--- src/design/counter_array_consts.vh ---
// Purpose: Offsets, field positions, reset values and timing counts of the counter array.
// Assumes: APB with 32-bit data, one aligned word per register.
// Notes: Every offset printed is a byte address.
`ifndef COUNTER_ARRAY_CONSTS_VH
`define COUNTER_ARRAY_CONSTS_VH
`define OFF_CONTROL 8'hD8
`define OFF_MODE 8'hDC
`define OFF_COUNT_LO 8'hE0
`define OFF_COUNT_HI 8'hE4
`define OFF_MOD_BASE 8'h00
`define MOD_STRIDE_SH 4
`define MOD_MODE 2'h0
`define MOD_CMP_LO 2'h1
`define MOD_CMP_HI 2'h2
`define MOD_LAST_ADDR 8'h4C
`define BIT_OVF 7
`define BIT_RUN 6
`define BIT_IDLE_STOP 7
`define BIT_WDOG_EN 6
`define BIT_OVF_IE 0
`define FLD_CLKSEL_HI 2
`define FLD_CLKSEL_LO 1
`define MM_COMPARE 6
`define MM_CAP_POS 5
`define MM_CAP_NEG 4
`define MM_MATCH 3
`define MM_TOGGLE 2
`define MM_PWM 1
`define MM_IRQ_EN 0
`define CONTROL_RESET 8'h00
`define MODE_RESET 8'h00
`define MMODE_RESET 7'h00
`define DIV_SLOW 4'hB
`define DIV_SLOW_X2 4'h5
`define DIV_FAST 4'h3
`define DIV_FAST_X2 4'h1
`endif

--- src/design/counter_array.v ---
// Purpose: Counter array with one shared 16-bit time base and five compare/capture modules.
// Assumes: APB slave on mclk; pins pass two flip-flops before use.
// Notes on behaviour
// - Counter clock chosen by two-bit select.
// - One shared counter feeds five modules.
// - Modules capture, compare, toggle or modulate.
// - Watchdog enable bit gates module four watchdog.
// - Idle-stop bit halts counter during idle.
// - Counter runs only while run bit set.
// - Overflow sets sticky flag, optional interrupt.
// - Match or capture sets module flag.
// - All sources share one interrupt output.
// - Count input and module pins on port.
// - Compare plus match enable flags matches.
// - Low byte write clears, high sets compare.
// - Output low below duty byte, else high.
// - Duty byte reloads when low byte wraps.
// - Modulation needs modulate and compare bits.
//
// Design decision made here: the APB register port.
`timescale 1ns/100ps
`include "counter_array_consts.vh"
module counter_array
(
	input wire mclk,
	input wire nrst,
	input wire psel,
	input wire penable,
	input wire pwrite,
	input wire [7:0] paddr,
	input wire [31:0] pwdata,
	output reg [31:0] prdata,
	output reg pready,
	output reg pslverr,
	input wire double_speed_mode,
	input wire timer0_overflow,
	input wire cpu_idle,
	input wire external_count_input,
	input wire [4:0] module_pin_in,
	output reg [4:0] module_pin_out,
	output reg [4:0] module_pin_oe,
	output reg watchdog_reset,
	output reg irq
);
// ************************************************
// Declarations.
// ************************************************
reg [1:0] eci_sync;
reg [4:0] pin_s1;
reg [4:0] pin_s2;
reg eci_last;
reg [7:0] array_mode_register;
reg overflow_flag;
reg run_control_bit;
reg [4:0] module_flag;
reg [15:0] count;
reg [3:0] prescale;
reg tick;
reg next_tick;
reg [3:0] div_limit;
reg [31:0] next_rdata;
reg next_err;
wire [34:0] mod_mode_bus;
wire [39:0] mod_lo_bus;
wire [39:0] mod_hi_bus;
wire [4:0] mod_event;
wire [4:0] mod_out;
wire [4:0] mod_oe;
wire access;
wire wr;
wire is_mod;
wire [2:0] mod_idx;
wire [1:0] mod_reg;
wire counting;
wire [4:0] flag_clear;
wire ctl_wr;
wire mode_wr;
wire wrap;
wire [1:0] clk_sel;
wire [4:0] mod_irq_en;
wire [7:0] mod_sel;
wire [4:0] mod_wr_mode;
wire [4:0] mod_wr_lo;
wire [4:0] mod_wr_hi;
wire mod_ok;
wire wdog_hit;
wire ovf_irq;
// ************************************************
// Bus strobes and shared terms.
// ************************************************
assign access = psel & penable & pready;
assign wr = access & pwrite;
assign is_mod = (paddr <= `MOD_LAST_ADDR) & (paddr[1:0] == 2'h0);
assign mod_idx = paddr[6:4];
assign mod_reg = paddr[3:2];
assign ctl_wr = wr & (paddr == `OFF_CONTROL);
assign mode_wr = wr & (paddr == `OFF_MODE);
assign counting = run_control_bit & ~(array_mode_register[`BIT_IDLE_STOP] & cpu_idle);
assign flag_clear = ctl_wr ? ~pwdata[4:0] : 5'h00;
assign wrap = tick & (count == 16'hFFFF);
assign clk_sel = {array_mode_register[`FLD_CLKSEL_HI], array_mode_register[`FLD_CLKSEL_LO]};
assign mod_irq_en = {mod_mode_bus[28], mod_mode_bus[21], mod_mode_bus[14], mod_mode_bus[7],
	mod_mode_bus[0]};
assign mod_ok = is_mod & (mod_idx < 3'h5);
assign wdog_hit = array_mode_register[`BIT_WDOG_EN] & mod_event[4];
assign ovf_irq = overflow_flag & array_mode_register[`BIT_OVF_IE];
// ************************************************
// Module write strobes.
// ************************************************
assign mod_sel = 8'h01 << mod_idx;
assign mod_wr_mode = (wr & is_mod & (mod_reg == `MOD_MODE)) ? mod_sel[4:0] : 5'h00;
assign mod_wr_lo = (wr & is_mod & (mod_reg == `MOD_CMP_LO)) ? mod_sel[4:0] : 5'h00;
assign mod_wr_hi = (wr & is_mod & (mod_reg == `MOD_CMP_HI)) ? mod_sel[4:0] : 5'h00;
// ************************************************
// Pin synchronisers.
// ************************************************
always @(posedge mclk or negedge nrst)
begin
	if (!nrst)
	begin
		eci_sync <= 2'h0;
		pin_s1 <= 5'h00;
		pin_s2 <= 5'h00;
		eci_last <= 1'b0;
	end
	else
	begin
		eci_sync <= {eci_sync[0], external_count_input};
		pin_s1 <= module_pin_in;
		pin_s2 <= pin_s1;
		eci_last <= eci_sync[1];
	end
end
// ************************************************
// Count source selection.
// ************************************************
always @*
begin
	div_limit = `DIV_SLOW;
	next_tick = 1'b0;
	case (clk_sel)
		2'h0:
		begin
			div_limit = double_speed_mode ? `DIV_SLOW_X2 : `DIV_SLOW;
			next_tick = counting & (prescale == div_limit);
		end
		2'h1:
		begin
			div_limit = double_speed_mode ? `DIV_FAST_X2 : `DIV_FAST;
			next_tick = counting & (prescale == div_limit);
		end
		2'h2:
			next_tick = counting & timer0_overflow;
		default:
			next_tick = counting & eci_sync[1] & ~eci_last;
	endcase
end
// ************************************************
// Prescaler and shared counter.
// ************************************************
always @(posedge mclk or negedge nrst)
begin
	if (!nrst)
	begin
		prescale <= 4'h0;
		tick <= 1'b0;
		count <= 16'h0000;
	end
	else
	begin
		if (!counting || prescale >= div_limit)
			prescale <= 4'h0;
		else
			prescale <= prescale + 4'h1;
		tick <= next_tick;
		if (tick)
			count <= count + 16'h0001;
	end
end
// ************************************************
// Mode register.
// ************************************************
always @(posedge mclk or negedge nrst)
begin
	if (!nrst)
		array_mode_register <= `MODE_RESET;
	else if (mode_wr)
		array_mode_register <= pwdata[7:0] & 8'hC7;
end
// ************************************************
// Control register.
// ************************************************
always @(posedge mclk or negedge nrst)
begin
	if (!nrst)
	begin
		overflow_flag <= 1'b0;
		run_control_bit <= 1'b0;
		module_flag <= 5'h00;
	end
	else
	begin
		if (ctl_wr)
			run_control_bit <= pwdata[`BIT_RUN];
		if (wrap)
			overflow_flag <= 1'b1;
		else if (ctl_wr & ~pwdata[`BIT_OVF])
			overflow_flag <= 1'b0;
		module_flag <= (module_flag & ~flag_clear) | mod_event;
	end
end
// ************************************************
// Registered outputs.
// ************************************************
always @(posedge mclk or negedge nrst)
begin
	if (!nrst)
	begin
		watchdog_reset <= 1'b0;
		irq <= 1'b0;
		module_pin_out <= 5'h00;
		module_pin_oe <= 5'h00;
	end
	else
	begin
		watchdog_reset <= wdog_hit;
		irq <= ovf_irq | (|(module_flag & mod_irq_en));
		module_pin_out <= mod_out;
		module_pin_oe <= mod_oe;
	end
end
// ************************************************
// Five compare/capture modules.
// ************************************************
genvar gi;
generate
	for (gi = 0; gi < 5; gi = gi + 1)
	begin : g_mod
		capture_compare_module u_mod
		(
			.mclk(mclk),
			.nrst(nrst),
			.tick(tick),
			.count(count),
			.pin_in(pin_s2[gi]),
			.wr_mode(mod_wr_mode[gi]),
			.wr_lo(mod_wr_lo[gi]),
			.wr_hi(mod_wr_hi[gi]),
			.wdata(pwdata[7:0]),
			.mode(mod_mode_bus[gi*7 +: 7]),
			.cmp_lo(mod_lo_bus[gi*8 +: 8]),
			.cmp_hi(mod_hi_bus[gi*8 +: 8]),
			.event_set(mod_event[gi]),
			.pin_out(mod_out[gi]),
			.pin_oe(mod_oe[gi])
		);
	end
endgenerate
// ************************************************
// APB read decode.
// ************************************************
always @*
begin
	next_rdata = 32'h00000000;
	next_err = 1'b0;
	if (paddr == `OFF_CONTROL)
		next_rdata = {24'h000000, overflow_flag, run_control_bit, 1'b0, module_flag};
	else if (paddr == `OFF_MODE)
		next_rdata = {24'h000000, array_mode_register};
	else if (paddr == `OFF_COUNT_LO)
		next_rdata = {24'h000000, count[7:0]};
	else if (paddr == `OFF_COUNT_HI)
		next_rdata = {24'h000000, count[15:8]};
	else if (mod_ok & (mod_reg == `MOD_MODE))
		next_rdata = {25'h0000000, mod_mode_bus[mod_idx*7 +: 7]};
	else if (mod_ok & (mod_reg == `MOD_CMP_LO))
		next_rdata = {24'h000000, mod_lo_bus[mod_idx*8 +: 8]};
	else if (mod_ok & (mod_reg == `MOD_CMP_HI))
		next_rdata = {24'h000000, mod_hi_bus[mod_idx*8 +: 8]};
	else
		next_err = 1'b1;
end
// ************************************************
// APB response.
// ************************************************
always @(posedge mclk or negedge nrst)
begin
	if (!nrst)
	begin
		pready <= 1'b0;
		prdata <= 32'h00000000;
		pslverr <= 1'b0;
	end
	else
	begin
		pready <= psel & ~penable;
		pslverr <= psel & ~penable & next_err;
		if (psel & ~penable & ~pwrite)
			prdata <= next_rdata;
	end
end
endmodule // counter_array

--- src/design/capture_compare_module.v ---
// Purpose: One compare/capture module of the counter array.
// Assumes: Counter value and tick come from the shared time base.
// Notes: The pin input arrives already synchronised.
`timescale 1ns/100ps
`include "counter_array_consts.vh"
module capture_compare_module
(
	input wire mclk,
	input wire nrst,
	input wire tick,
	input wire [15:0] count,
	input wire pin_in,
	input wire wr_mode,
	input wire wr_lo,
	input wire wr_hi,
	input wire [7:0] wdata,
	output reg [6:0] mode,
	output reg [7:0] cmp_lo,
	output reg [7:0] cmp_hi,
	output reg event_set,
	output reg pin_out,
	output reg pin_oe
);
reg pin_last;
wire [7:0] next_lo;
wire [7:0] next_hi;
wire cmp_on;
wire pwm_on;
wire hit;
wire cap_edge;
assign cmp_on = mode[`MM_COMPARE];
assign pwm_on = mode[`MM_PWM] & cmp_on;
assign hit = cmp_on & mode[`MM_MATCH] & tick & (count == {cmp_hi, cmp_lo});
assign cap_edge = (mode[`MM_CAP_POS] & pin_in & ~pin_last) |
	(mode[`MM_CAP_NEG] & ~pin_in & pin_last);
assign next_lo = wr_lo ? wdata : cmp_lo;
assign next_hi = wr_hi ? wdata : cmp_hi;
// ************************************************
// Mode, compare and capture registers.
// ************************************************
always @(posedge mclk or negedge nrst)
begin
	if (!nrst)
	begin
		mode <= `MMODE_RESET;
		cmp_lo <= 8'h00;
		cmp_hi <= 8'h00;
		pin_last <= 1'b0;
		event_set <= 1'b0;
		pin_out <= 1'b0;
		pin_oe <= 1'b0;
	end
	else
	begin
		pin_last <= pin_in;
		event_set <= hit | (cap_edge & ~cmp_on);
		if (wr_mode)
			mode <= wdata[6:0];
		else if (wr_lo)
			mode[`MM_COMPARE] <= 1'b0;
		else if (wr_hi)
			mode[`MM_COMPARE] <= 1'b1;
		if (cap_edge & ~cmp_on)
		begin
			cmp_lo <= count[7:0];
			cmp_hi <= count[15:8];
		end
		else if (pwm_on & tick & (count[7:0] == 8'hFF))
		begin
			cmp_lo <= cmp_hi;
			cmp_hi <= next_hi;
		end
		else
		begin
			cmp_lo <= next_lo;
			cmp_hi <= next_hi;
		end
		pin_oe <= pwm_on | (cmp_on & mode[`MM_TOGGLE]);
		if (pwm_on)
			pin_out <= (count[7:0] >= cmp_lo);
		else if (hit & mode[`MM_TOGGLE])
			pin_out <= ~pin_out;
	end
end
endmodule // capture_compare_module

--- config.mk ---
export PLATFORM = sky130hd
export DESIGN_NAME = counter_array
export DESIGN_NICKNAME = d
export VERILOG_FILES = /design/src/design/counter_array.v /design/src/design/capture_compare_module.v
export VERILOG_INCLUDE_DIRS = /design/src /design/src/design
export SDC_FILE = /design/constraint.sdc
export NUM_CORES = 1
export LEC_CHECK = 0
export BUFFER_PORTS_ARGS = -buffer_cell sky130_fd_sc_hd__buf_2
export CORE_UTILIZATION = 60
export DETAILED_ROUTE_END_ITERATION = 8
export PLACE_DENSITY = 0.78
export SLEW_MARGIN = 20
export SYNTH_ARGS = -nofsm -noshare
export SYNTH_HDL_FRONTEND = slang
export SYNTH_SLANG_ARGS = --single-unit
--- constraint.sdc ---
create_clock -name mclk -period 2.2 [get_ports mclk]
set_input_delay 0.33 -clock mclk [delete_from_list [all_inputs] [get_ports mclk]]
set_output_delay 0.33 -clock mclk [all_outputs]
set_load 0.02 [all_outputs]
==> results.sh, run 1 <==
export IMPL_status="completed"
export IMPL_synthTopCellsByArea="dfrtp_1 43%, mux2i_1 9.9%, ha_1 4.8%, o21ai_0 3.7%, xor2_1 3.7%"
export IMPL_fmax_mhz=471
export IMPL_drv_slew=0
export IMPL_yosysTopAreaCellShare=0.430
export IMPL_tns_ps=0
export IMPL_cp_num_buf_inv=1
export IMPL_io_buffers=51
export IMPL_crit_path_top_delay_cell="dfrtp_1"
export IMPL_post_drt_wl_per_cell_um=26.6
export IMPL_cts_tree="built"
export IMPL_htreeDepth=1
export IMPL_clkTransAtPathRegs_ps=50
export IMPL_drt_wl_total_mm=40.9
export IMPL_wl_met2_mm=17.9
export IMPL_layout_setup_ws_ps=75.8
export IMPL_synth_cells=1146
export IMPL_grtUsageTotal=0.418
export IMPL_vias=10039
export IMPL_crit_type="register to register"
export IMPL_cp_required_ps=2580
export IMPL_clock_skew_final_ps=21.5
export IMPL_drc=0
export IMPL_cp_depth=7
export IMPL_hold_path_class="input port to register"
export IMPL_final_cell_mix="202 x dfrtp_1, 117 x mux2i_1, 101 x buf_4"
export IMPL_area_growth_pct=17.1
export IMPL_min_delay_start="penable"
export IMPL_clk_path_buf_depth=3
export IMPL_reg2reg_from="count[0]"
export IMPL_synth_edf_count=0
export IMPL_setup_viol=0
export IMPL_endpoint_kind="register"
export IMPL_syn_area_per_cell_um2=10.3
export IMPL_async_flop_share=1.00
export IMPL_finalCriticalPeriod_ps=2120
export IMPL_dp_hpwl_mm=29.8
export IMPL_drv_cap=0
export IMPL_die_w_um=142
export IMPL_gr_total_overflow=0
export IMPL_p_total_mw=8.73
export IMPL_p_leak_nw=6.71
export IMPL_ys_warn_count=0
export IMPL_start_util=0.621
export IMPL_first_global_vias=9808
export IMPL_yosysTopAreaCell="dfrtp_1"
export IMPL_syn_area_um2=11800
export IMPL_rsz0062_at_grt="no"
export IMPL_antenna_found_initial=0
export IMPL_cp_arrival_ps=2510
export IMPL_worst_pin_slew_ps=729
export IMPL_period_share=0.966
export IMPL_r2r_cells=7
export IMPL_rows=50
export IMPL_final_common_cell="dfrtp_1"
export IMPL_place_congestion=1.04
export IMPL_die_area_um2=20300
export IMPL_grt_pass1_wl_mm=60.7
export IMPL_ys_ff_latch=203
export IMPL_cp_cell_sequence="inv_1 > ha_1 > nand2b_1 > a21o_1 > a211oi_1 > or3_1 > a32oi_1"
export IMPL_final_hold_violation_count=0
export IMPL_fin_util=0.727
export IMPL_slew_headroom=0.514
export IMPL_root_buffer="clkbuf_16"
export IMPL_final_antenna_net_count=0
export IMPL_min_path_cells=2
export IMPL_powerDensity_nw_per_um2=631
export IMPL_fin_nets=1361
export IMPL_ir_drop_mv=0.612
export IMPL_core_um2=19000
export IMPL_grt_start_max_net_pins=55
export IMPL_crit_family="compound AO/OA/AOI/OAI gates"
export IMPL_cts_buffers_inserted=23
export IMPL_wl_met1_mm=16.2
export IMPL_first_pass_iters=6
export IMPL_synth_seq_area_share=0.430
export IMPL_hold_ws_ps=25.4
export IMPL_dr_max_layer_used="met4"
export IMPL_cpPeakStageDelay_ps=370
export IMPL_ys_flop_type="dfrtp_1"
export IMPL_wl_met3_mm=4.60
export IMPL_crit_start="count[0]"
export IMPL_crit_fanout=5
export IMPL_routed_via_density=6.52
export IMPL_drive_gt1_frac=0.223
export IMPL_fp_dieH_um=142
export IMPL_dp_slack_ps=-119
export IMPL_cts_sinks=203
export IMPL_critPathLaunchType="register"
export IMPL_ys_types=70
export IMPL_drt_initial_drc_count=1084
export IMPL_ios=100
export IMPL_clock_latency_ps=540
-- cell type report --
cell class | instances | area, um2
clock buffers | 33 | 663
inverters | 42 | 158
clock inverters | 9 | 141
diodes | 1 | 2.50
flip-flops and latches | 203 | 5080
repair buffers | 168 | 1270
multi-input cells | 824 | 6190
well taps | 260 | 325
fillers | 1455 | 5190
-- logic make-up after synthesis --
family | count (synthesis) | share of synthesized area
simple gates | 252 | 0.120
other cells | 1 | 0.000317
mux | 163 | 0.152
flops | 203 | 0.430
xor+xnor | 63 | 0.0467
fa+ha+maj | 45 | 0.0477
buf+inv | 142 | 0.0568
compound gates | 277 | 0.147
-- Yosys cell counts, types with 11 or more instances --
| cell | count |
|---|---|
| dfrtp_1 | 203 |
| buf_2 | 26 |
| nand4_1 | 22 |
| nand2_1 | 64 |
| nand3_1 | 14 |
| clkbuf_1 | 42 |
| a22oi_1 | 43 |
| o22ai_1 | 11 |
| mux2i_1 | 117 |
| xor2_1 | 50 |
| o21ai_0 | 88 |
| mux2_2 | 37 |
| inv_1 | 41 |
| nor4_1 | 12 |
| nand3b_1 | 13 |
| nand2b_1 | 16 |
| buf_4 | 28 |
| nor2_1 | 40 |
| ha_1 | 45 |
| nor2b_1 | 12 |
| and3_1 | 11 |
| a21oi_1 | 56 |
| xnor2_1 | 13 |
-- final timing paths --
kind / slack [ps] / to
worst max-delay path: 80 / g_mod[2].u_mod.pin_out
worst min-delay path: 30 / pready
worst max register to register: 80 / g_mod[2].u_mod.pin_out
worst min register to register: 350 / module_pin_oe[4]
max in group asynchronous: 1240 / g_mod[0].u_mod.mode[2]
min in group asynchronous: 330 / module_pin_out[2]
-- routing by layer --
layer | vias up | global-route usage
met2 | 608 | 0.627
li1 | 4362 | -
met1 | 4934 | 0.560
met4 | 0 | 0.216
met5 | - | 0
met3 | 135 | 0.107
-- repair_timing --
action | CTS | global route
gates resized for setup | 0 | 4
hold endpoints to repair | 55 | 0
hold buffers | 7 | 0
setup endpoints to repair | 0 | 4
buffers inserted | 0 | 0
-- power breakdown --
part           total [mW]  switching, mW  internal, mW
combinational       0.736          0.485         0.251
sequential           3.91         0.0911          3.82
clock                4.08           1.61          2.47
-- registers in the layout, indices dropped and copies added (netlist names), 4 cells and up --
name,cells
module_pin_oe,5
prdata,8
g_mod.u_mod.cmp_lo,40
g_mod.u_mod.pin_last,5
pin_s2,5
g_mod.u_mod.pin_oe,5
module_flag,5
g_mod.u_mod.pin_out,5
count,16
array_mode_register,5
g_mod.u_mod.mode,35
module_pin_out,5
g_mod.u_mod.cmp_hi,40
prescale,4
pin_s1,5
g_mod.u_mod.event_set,5
-- per-stage QoR --
stage | std cells | cell area (um2)
5_1_grt | 1539 | 13800
3_3_place_gp | 1490 | 12900
4_1_cts | 1539 | 13800
6_report | 1540 | 13800
2_1_floorplan | 1169 | 11900
3_5_place_dp | 1490 | 12900
(Power assumes the default switching activity.)
==> run 2: changes to the inputs <==
--- a/config.mk
+++ b/config.mk
@@ -10,2 +10,3 @@
 export CORE_UTILIZATION = 60
+export CTS_CLUSTER_DIAMETER = 30
 export DETAILED_ROUTE_END_ITERATION = 8
==> constraint.sdc (replaced) <==
create_clock -name mclk -period 2.2 [get_ports mclk]
set_input_delay 0.11 -clock mclk [delete_from_list [all_inputs] [get_ports mclk]]
set_output_delay 0.11 -clock mclk [all_outputs]
set_load 0.02 [all_outputs]
==> run 2 against run 1 <==
Clock power increased by 85%; combinational power decreased by 1%; die area unchanged; clock skew decreased by 6.0 ps; global-route usage increased by 0.20 points; register-to-register slack about the same; core utilization increased by 3.8 points.
==> results.sh, run 2 (same netlist as run 1, synthesis figures left out) <==
export IMPL_post_drt_wl_per_cell_um=26.3
export IMPL_hold_ws_ps=33.2
export IMPL_clock_skew_final_ps=15.5
export IMPL_routed_via_density=6.72
export IMPL_crit_type="register to register"
export IMPL_cp_required_ps=2640
export IMPL_cp_num_buf_inv=0
export IMPL_start_util=0.621
export IMPL_r2r_end="g_mod[3].u_mod.pin_out"
export IMPL_whs_endpoint="prdata[5]"
export IMPL_status="completed"
export IMPL_drv_slew=0
export IMPL_period_share=0.965
export IMPL_dp_hpwl_mm=28.1
export IMPL_pwr_share_seq=0.322
export IMPL_drt_initial_drc_count=1477
export IMPL_cts_buffers_inserted=45
export IMPL_io_buffers=51
export IMPL_ios=100
export IMPL_cts_sinks=203
export IMPL_reg2reg_from="count[5]"
export IMPL_die_w_um=142
export IMPL_gr_total_overflow=0
export IMPL_fin_nets=1366
export IMPL_drt_wl_total_mm=41.2
export IMPL_grt_start_max_net_pins=78
export IMPL_min_delay_start="pwrite"
export IMPL_p_total_mw=12.2
export IMPL_drive_gt1_frac=0.235
export IMPL_cts_tree="built"
export IMPL_cp_arrival_ps=2560
export IMPL_grtUsageTotal=0.420
export IMPL_final_antenna_net_count=0
export IMPL_n_antenna_cell=0
export IMPL_hold_path_class="input port to register"
export IMPL_place_congestion=1.04
export IMPL_first_pass_iters=6
export IMPL_p_leak_nw=7.05
export IMPL_combinationalPowerShare=0.060
export IMPL_crit_family="simple AND/OR/NAND/NOR gates"
export IMPL_finalCriticalPeriod_ps=2120
export IMPL_htreeDepth=2
export IMPL_powerDensity_nw_per_um2=838
export IMPL_largestRegisters="g_mod.u_mod.cmp_hi: 40 flops, g_mod.u_mod.cmp_lo: 40 flops, g_mod.u_mod.mode: 35 flops"
export IMPL_internal_power_mw=9.40
export IMPL_endpoint_kind="register"
export IMPL_drc=0
export IMPL_vias=10510
export IMPL_tns_ps=0
export IMPL_clkPwrFrac=0.618
export IMPL_postCtsSetupRepairBufs=0
export IMPL_fin_util=0.766
export IMPL_slew_headroom=0.537
export IMPL_clkTransAtPathRegs_ps=50
export IMPL_cp_cell_sequence="ha_1 > nand4_1 > nor4_2 > nand4_1 > xor2_1 > a32oi_1"
export IMPL_setup_viol=0
export IMPL_final_hold_violation_count=0
export IMPL_reg2reg_slack_ps=80
export IMPL_clk_path_buf_depth=3
export IMPL_drv_cap=0
export IMPL_cpPeakStageDelay_ps=600
export IMPL_min_path_cells=3
export IMPL_clock_latency_ps=530
export IMPL_fmax_mhz=471
export IMPL_core_um2=19000
export IMPL_place_inst=1467
export IMPL_rsz0062_at_grt="no"
export IMPL_rows=50
export IMPL_r2r_cells=6
export IMPL_area_growth_pct=23.3
export IMPL_root_buffer="clkbuf_16"
export IMPL_p_sw_mw=2.80
export IMPL_first_global_vias=10450
export IMPL_crit_path_frequent_cell="nand4_1"
export IMPL_antenna_found_initial=0
export IMPL_final_common_cell="dfrtp_1"
export IMPL_die_area_um2=20300
export IMPL_final_cell_mix="201 x dfrtp_1, 117 x mux2i_1, 88 x o21ai_0"
export IMPL_p_sw_frac=0.230
export IMPL_grt_pass1_wl_mm=62.2
export IMPL_crit_fanout=10
export IMPL_ir_drop_mv=0.778
export IMPL_worst_pin_slew_ps=695
export IMPL_fin_cells=1564
export IMPL_crit_path_top_delay_cell="dfrtp_1"
export IMPL_critPathLaunchType="register"
export IMPL_fp_dieH_um=142
-- run 2: cell types whose count changed in the layout (fill, tap and decap cells not counted), moves of 2 or more --
cell	previous run	this run
buf_12	9	4
clkbuf_1	5	2
clkinv_4	0	4
bufinv_16	3	10
dlygate4sd3_1	7	13
buf_4	101	83
clkbuf_16	23	47
inv_6	1	5
clkbuf_8	5	8
clkinv_2	3	5
clkinvlp_4	1	3
-- run 2: repair_timing --
action,CTS,global route
gates resized for setup,1,4
hold buffers,13,0
endpoints found under the hold margin,81,0
setup endpoints to repair,1,10
-- run 2: worst max path at each step --
stage	endpoint	slack, ps	depth (start not counted)	from
after global placement	g_mod[4].u_mod.pin_out	120	6	count[2]
final	g_mod[3].u_mod.pin_out	80	6	count[5]
after global routing	g_mod[0].u_mod.pin_out	4	7	count[7]
after detailed placement	g_mod[4].u_mod.cmp_hi[2]	70	4	pready
after floorplan	g_mod[1].u_mod.cmp_lo[1]	180	7	count[1]
after CTS	g_mod[2].u_mod.cmp_hi[1]	70	4	pready
-- run 2: power by group through the flow --
stage	Clock [mW]	Combinational (mW)	Sequential, mW
floorplan	0	0.410	3.96
global placement	0	0.664	3.98
detailed placement	0	0.680	3.98
CTS	7.57	0.706	3.92
global route	7.78	0.777	3.93
finish	7.55	0.728	3.93
-- run 2: area by class of cell --
| cell class | count | area [um2] |
|---|---|---|
| clock buffer | 57 | 1290 |
| sequential | 203 | 5080 |
| timing repair buffer | 151 | 1100 |
| tap | 260 | 325 |
| inverter | 42 | 158 |
| fill | 1274 | 4450 |
| clock inverter | 27 | 427 |
| multi-input combinational | 824 | 6180 |
-- run 2: metrics by stage --
step | setup slack (ps) | area [um2]
2_1_floorplan | 179 | 11900
3_3_place_gp | 118 | 12700
3_5_place_dp | 74.5 | 12700
4_1_cts | 74.8 | 14600
5_1_grt | 3.53 | 14600
6_report | 76.8 | 14600
-- run 2: routing by layer --
| layer | up-vias | wire, um | GRT usage |
|---|---|---|---|
| li1 | 4377 | - | - |
| met1 | 5051 | 15100 | 0.538 |
| met2 | 820 | 17500 | 0.615 |
| met3 | 262 | 5260 | 0.113 |
| met4 | 0 | 3340 | 0.304 |
| met5 | - | 0 | 0 |
-- run 2: worst min-delay path: stages --
cell and delay (ps):
buf_2 110, nor2b_1 130, a31oi_1 160
==> run 3: changes to the inputs <==
==> constraint.sdc (replaced) <==
create_clock -name mclk -period 2.2 [get_ports mclk]
set_input_delay 0.44 -clock mclk [delete_from_list [all_inputs] [get_ports mclk]]
set_output_delay 0.44 -clock mclk [all_outputs]
set_load 0.02 [all_outputs]
==> run 3 against run 2 <==
Largest power group unchanged; design area grew 0.25%; maximum frequency shrank 1.9%; critical path depth grew 1; core utilization grew 0.19 points; wire length grew 0.64%; largest cell class unchanged; setup slack lost 42 ps; clock power shrank 14%; via count shrank 1.7%.
==> results.sh, run 3 (same netlist as run 1, synthesis figures left out) <==
export IMPL_crit_type="register to register"
export IMPL_hold_path_class="input port to register"
export IMPL_final_common_cell="dfrtp_1"
export IMPL_clk_path_buf_depth=3
export IMPL_fin_util=0.768
export IMPL_rsz0062_at_grt="yes"
export IMPL_reg2reg_slack_ps=40
export IMPL_grt_pass1_wl_mm=61.9
export IMPL_final_cell_mix="202 x dfrtp_1, 117 x mux2i_1, 103 x buf_4"
export IMPL_drt_wl_total_mm=41.4
export IMPL_area_growth_pct=23.6
export IMPL_period_share=0.984
export IMPL_internal_power_mw=8.52
export IMPL_root_buffer="clkbuf_16"
export IMPL_dp_slack_ps=18.2
export IMPL_worst_pin_slew_ps=590
export IMPL_clkPwrFrac=0.582
export IMPL_first_global_vias=10107
export IMPL_p_leak_nw=7.06
export IMPL_grt_start_max_net_pins=70
export IMPL_endpoint_kind="register"
export IMPL_fp_dieH_um=142
export IMPL_pwr_share_seq=0.351
export IMPL_min_delay_start="module_pin_in[0]"
export IMPL_setup_viol=0
export IMPL_wl_met3_mm=4.79
export IMPL_fmax_mhz=462
export IMPL_whs_endpoint="pin_s1[0]"
export IMPL_routed_via_density=6.55
export IMPL_final_antenna_net_count=0
export IMPL_reg2reg_from="count[7]"
export IMPL_largestRegisters="g_mod.u_mod.cmp_hi: 40 flops, g_mod.u_mod.cmp_lo: 40 flops, g_mod.u_mod.mode: 35 flops"
export IMPL_first_pass_iters=6
export IMPL_core_um2=19000
export IMPL_die_area_um2=20300
export IMPL_drv_slew=0
export IMPL_cp_required_ps=2630
export IMPL_htreeDepth=2
export IMPL_min_path_cells=1
export IMPL_place_inst=1499
export IMPL_status="completed"
export IMPL_gr_total_overflow=0
export IMPL_dr_max_layer_used="met4"
export IMPL_p_sw_frac=0.238
export IMPL_antenna_found_initial=0
export IMPL_critPathLaunchType="register"
export IMPL_combinationalPowerShare=0.066
export IMPL_fillCellCount=1301
export IMPL_slew_headroom=0.607
export IMPL_fin_cells=1578
export IMPL_clock_latency_ps=530
export IMPL_p_sw_mw=2.65
export IMPL_vias=10333
export IMPL_r2r_end="g_mod[2].u_mod.pin_out"
export IMPL_finalCriticalPeriod_ps=2160
export IMPL_powerDensity_nw_per_um2=765
export IMPL_io_buffers=51
export IMPL_place_congestion=1.02
export IMPL_drt_initial_drc_count=1312
export IMPL_clkTransAtPathRegs_ps=50
export IMPL_cts_tree="built"
export IMPL_drive_gt1_frac=0.249
export IMPL_crit_fanout=4
export IMPL_wl_met1_mm=16.4
export IMPL_post_drt_wl_per_cell_um=26.3
export IMPL_cts_sinks=203
export IMPL_drc=0
export IMPL_fin_nets=1383
export IMPL_ir_drop_mv=0.748
export IMPL_clock_skew_final_ps=20.8
export IMPL_drv_cap=0
export IMPL_start_util=0.621
export IMPL_rows=50
export IMPL_cp_arrival_ps=2590
export IMPL_wl_met2_mm=18.1
export IMPL_tns_ps=0
export IMPL_die_w_um=142
export IMPL_layout_setup_ws_ps=35.2
export IMPL_grtUsageTotal=0.422
export IMPL_dp_hpwl_mm=29.4
export IMPL_ios=100
export IMPL_final_hold_violation_count=0
export IMPL_cts_buffers_inserted=42
export IMPL_n_antenna_cell=0
export IMPL_r2r_cells=7
[run 3: critical path, cell delays in order, from the launching register on]
cell,delay [ps]
dfrtp_1,460
ha_1,350
nand4_1,300
nor3_1,380
nand4_1,130
buf_4,180
xor2_1,140
a32oi_1,140
[run 3: routing by layer]
| layer | vias up | track usage |
|---|---|---|
| met5 | - | 0 |
| met4 | 0 | 0.214 |
| met3 | 134 | 0.106 |
| met2 | 747 | 0.629 |
| met1 | 5036 | 0.570 |
| li1 | 4416 | - |
[run 3: cell type report]
cell class | count | area, um2 | area share
multi-input cells | 824 | 6180 | 0.423
flip-flops and latches | 203 | 5080 | 0.348
repair buffers | 171 | 1370 | 0.0938
clock buffers | 61 | 1300 | 0.0888
well taps | 260 | 325 | 0.0223
clock inverters | 17 | 193 | 0.0132
inverters | 42 | 158 | 0.0108
[run 3: worst max-delay path by stage]
stage               startpoint                       end
finish                count[7]    g_mod[2].u_mod.pin_out
global route          count[0]    g_mod[3].u_mod.pin_out
CTS                   count[2]  g_mod[4].u_mod.cmp_lo[0]
detailed placement    paddr[4]                 prdata[1]
global placement      paddr[4]                 prdata[1]
floorplan             count[1]  g_mod[1].u_mod.cmp_lo[1]
[run 3: power groups by stage]
stage	sequential [mW]	clock (mW)	combinational [mW]
finish	3.93	6.50	0.742
floorplan	3.96	0	0.410
detailed placement	3.98	0	0.719
global route	3.93	6.71	0.795
global placement	3.97	0	0.708
CTS	3.92	6.54	0.727
[run 3: stage by stage]
step	total power, mW	area (um2)	hold WS, ps
6_report	11.2	14600	24.0
5_1_grt	11.4	14600	10.0
4_1_cts	11.2	14600	10.7
3_5_place_dp	4.70	13100	293
3_3_place_gp	4.68	13100	294
2_1_floorplan	4.37	11900	144
[run 3: timing repair]
action | CTS | global route
endpoints found under the hold margin | 19 | 0
setup buffers | 0 | 0
gates resized for setup | 0 | 3
setup endpoints to repair | 0 | 12
hold buffers | 1 | 0
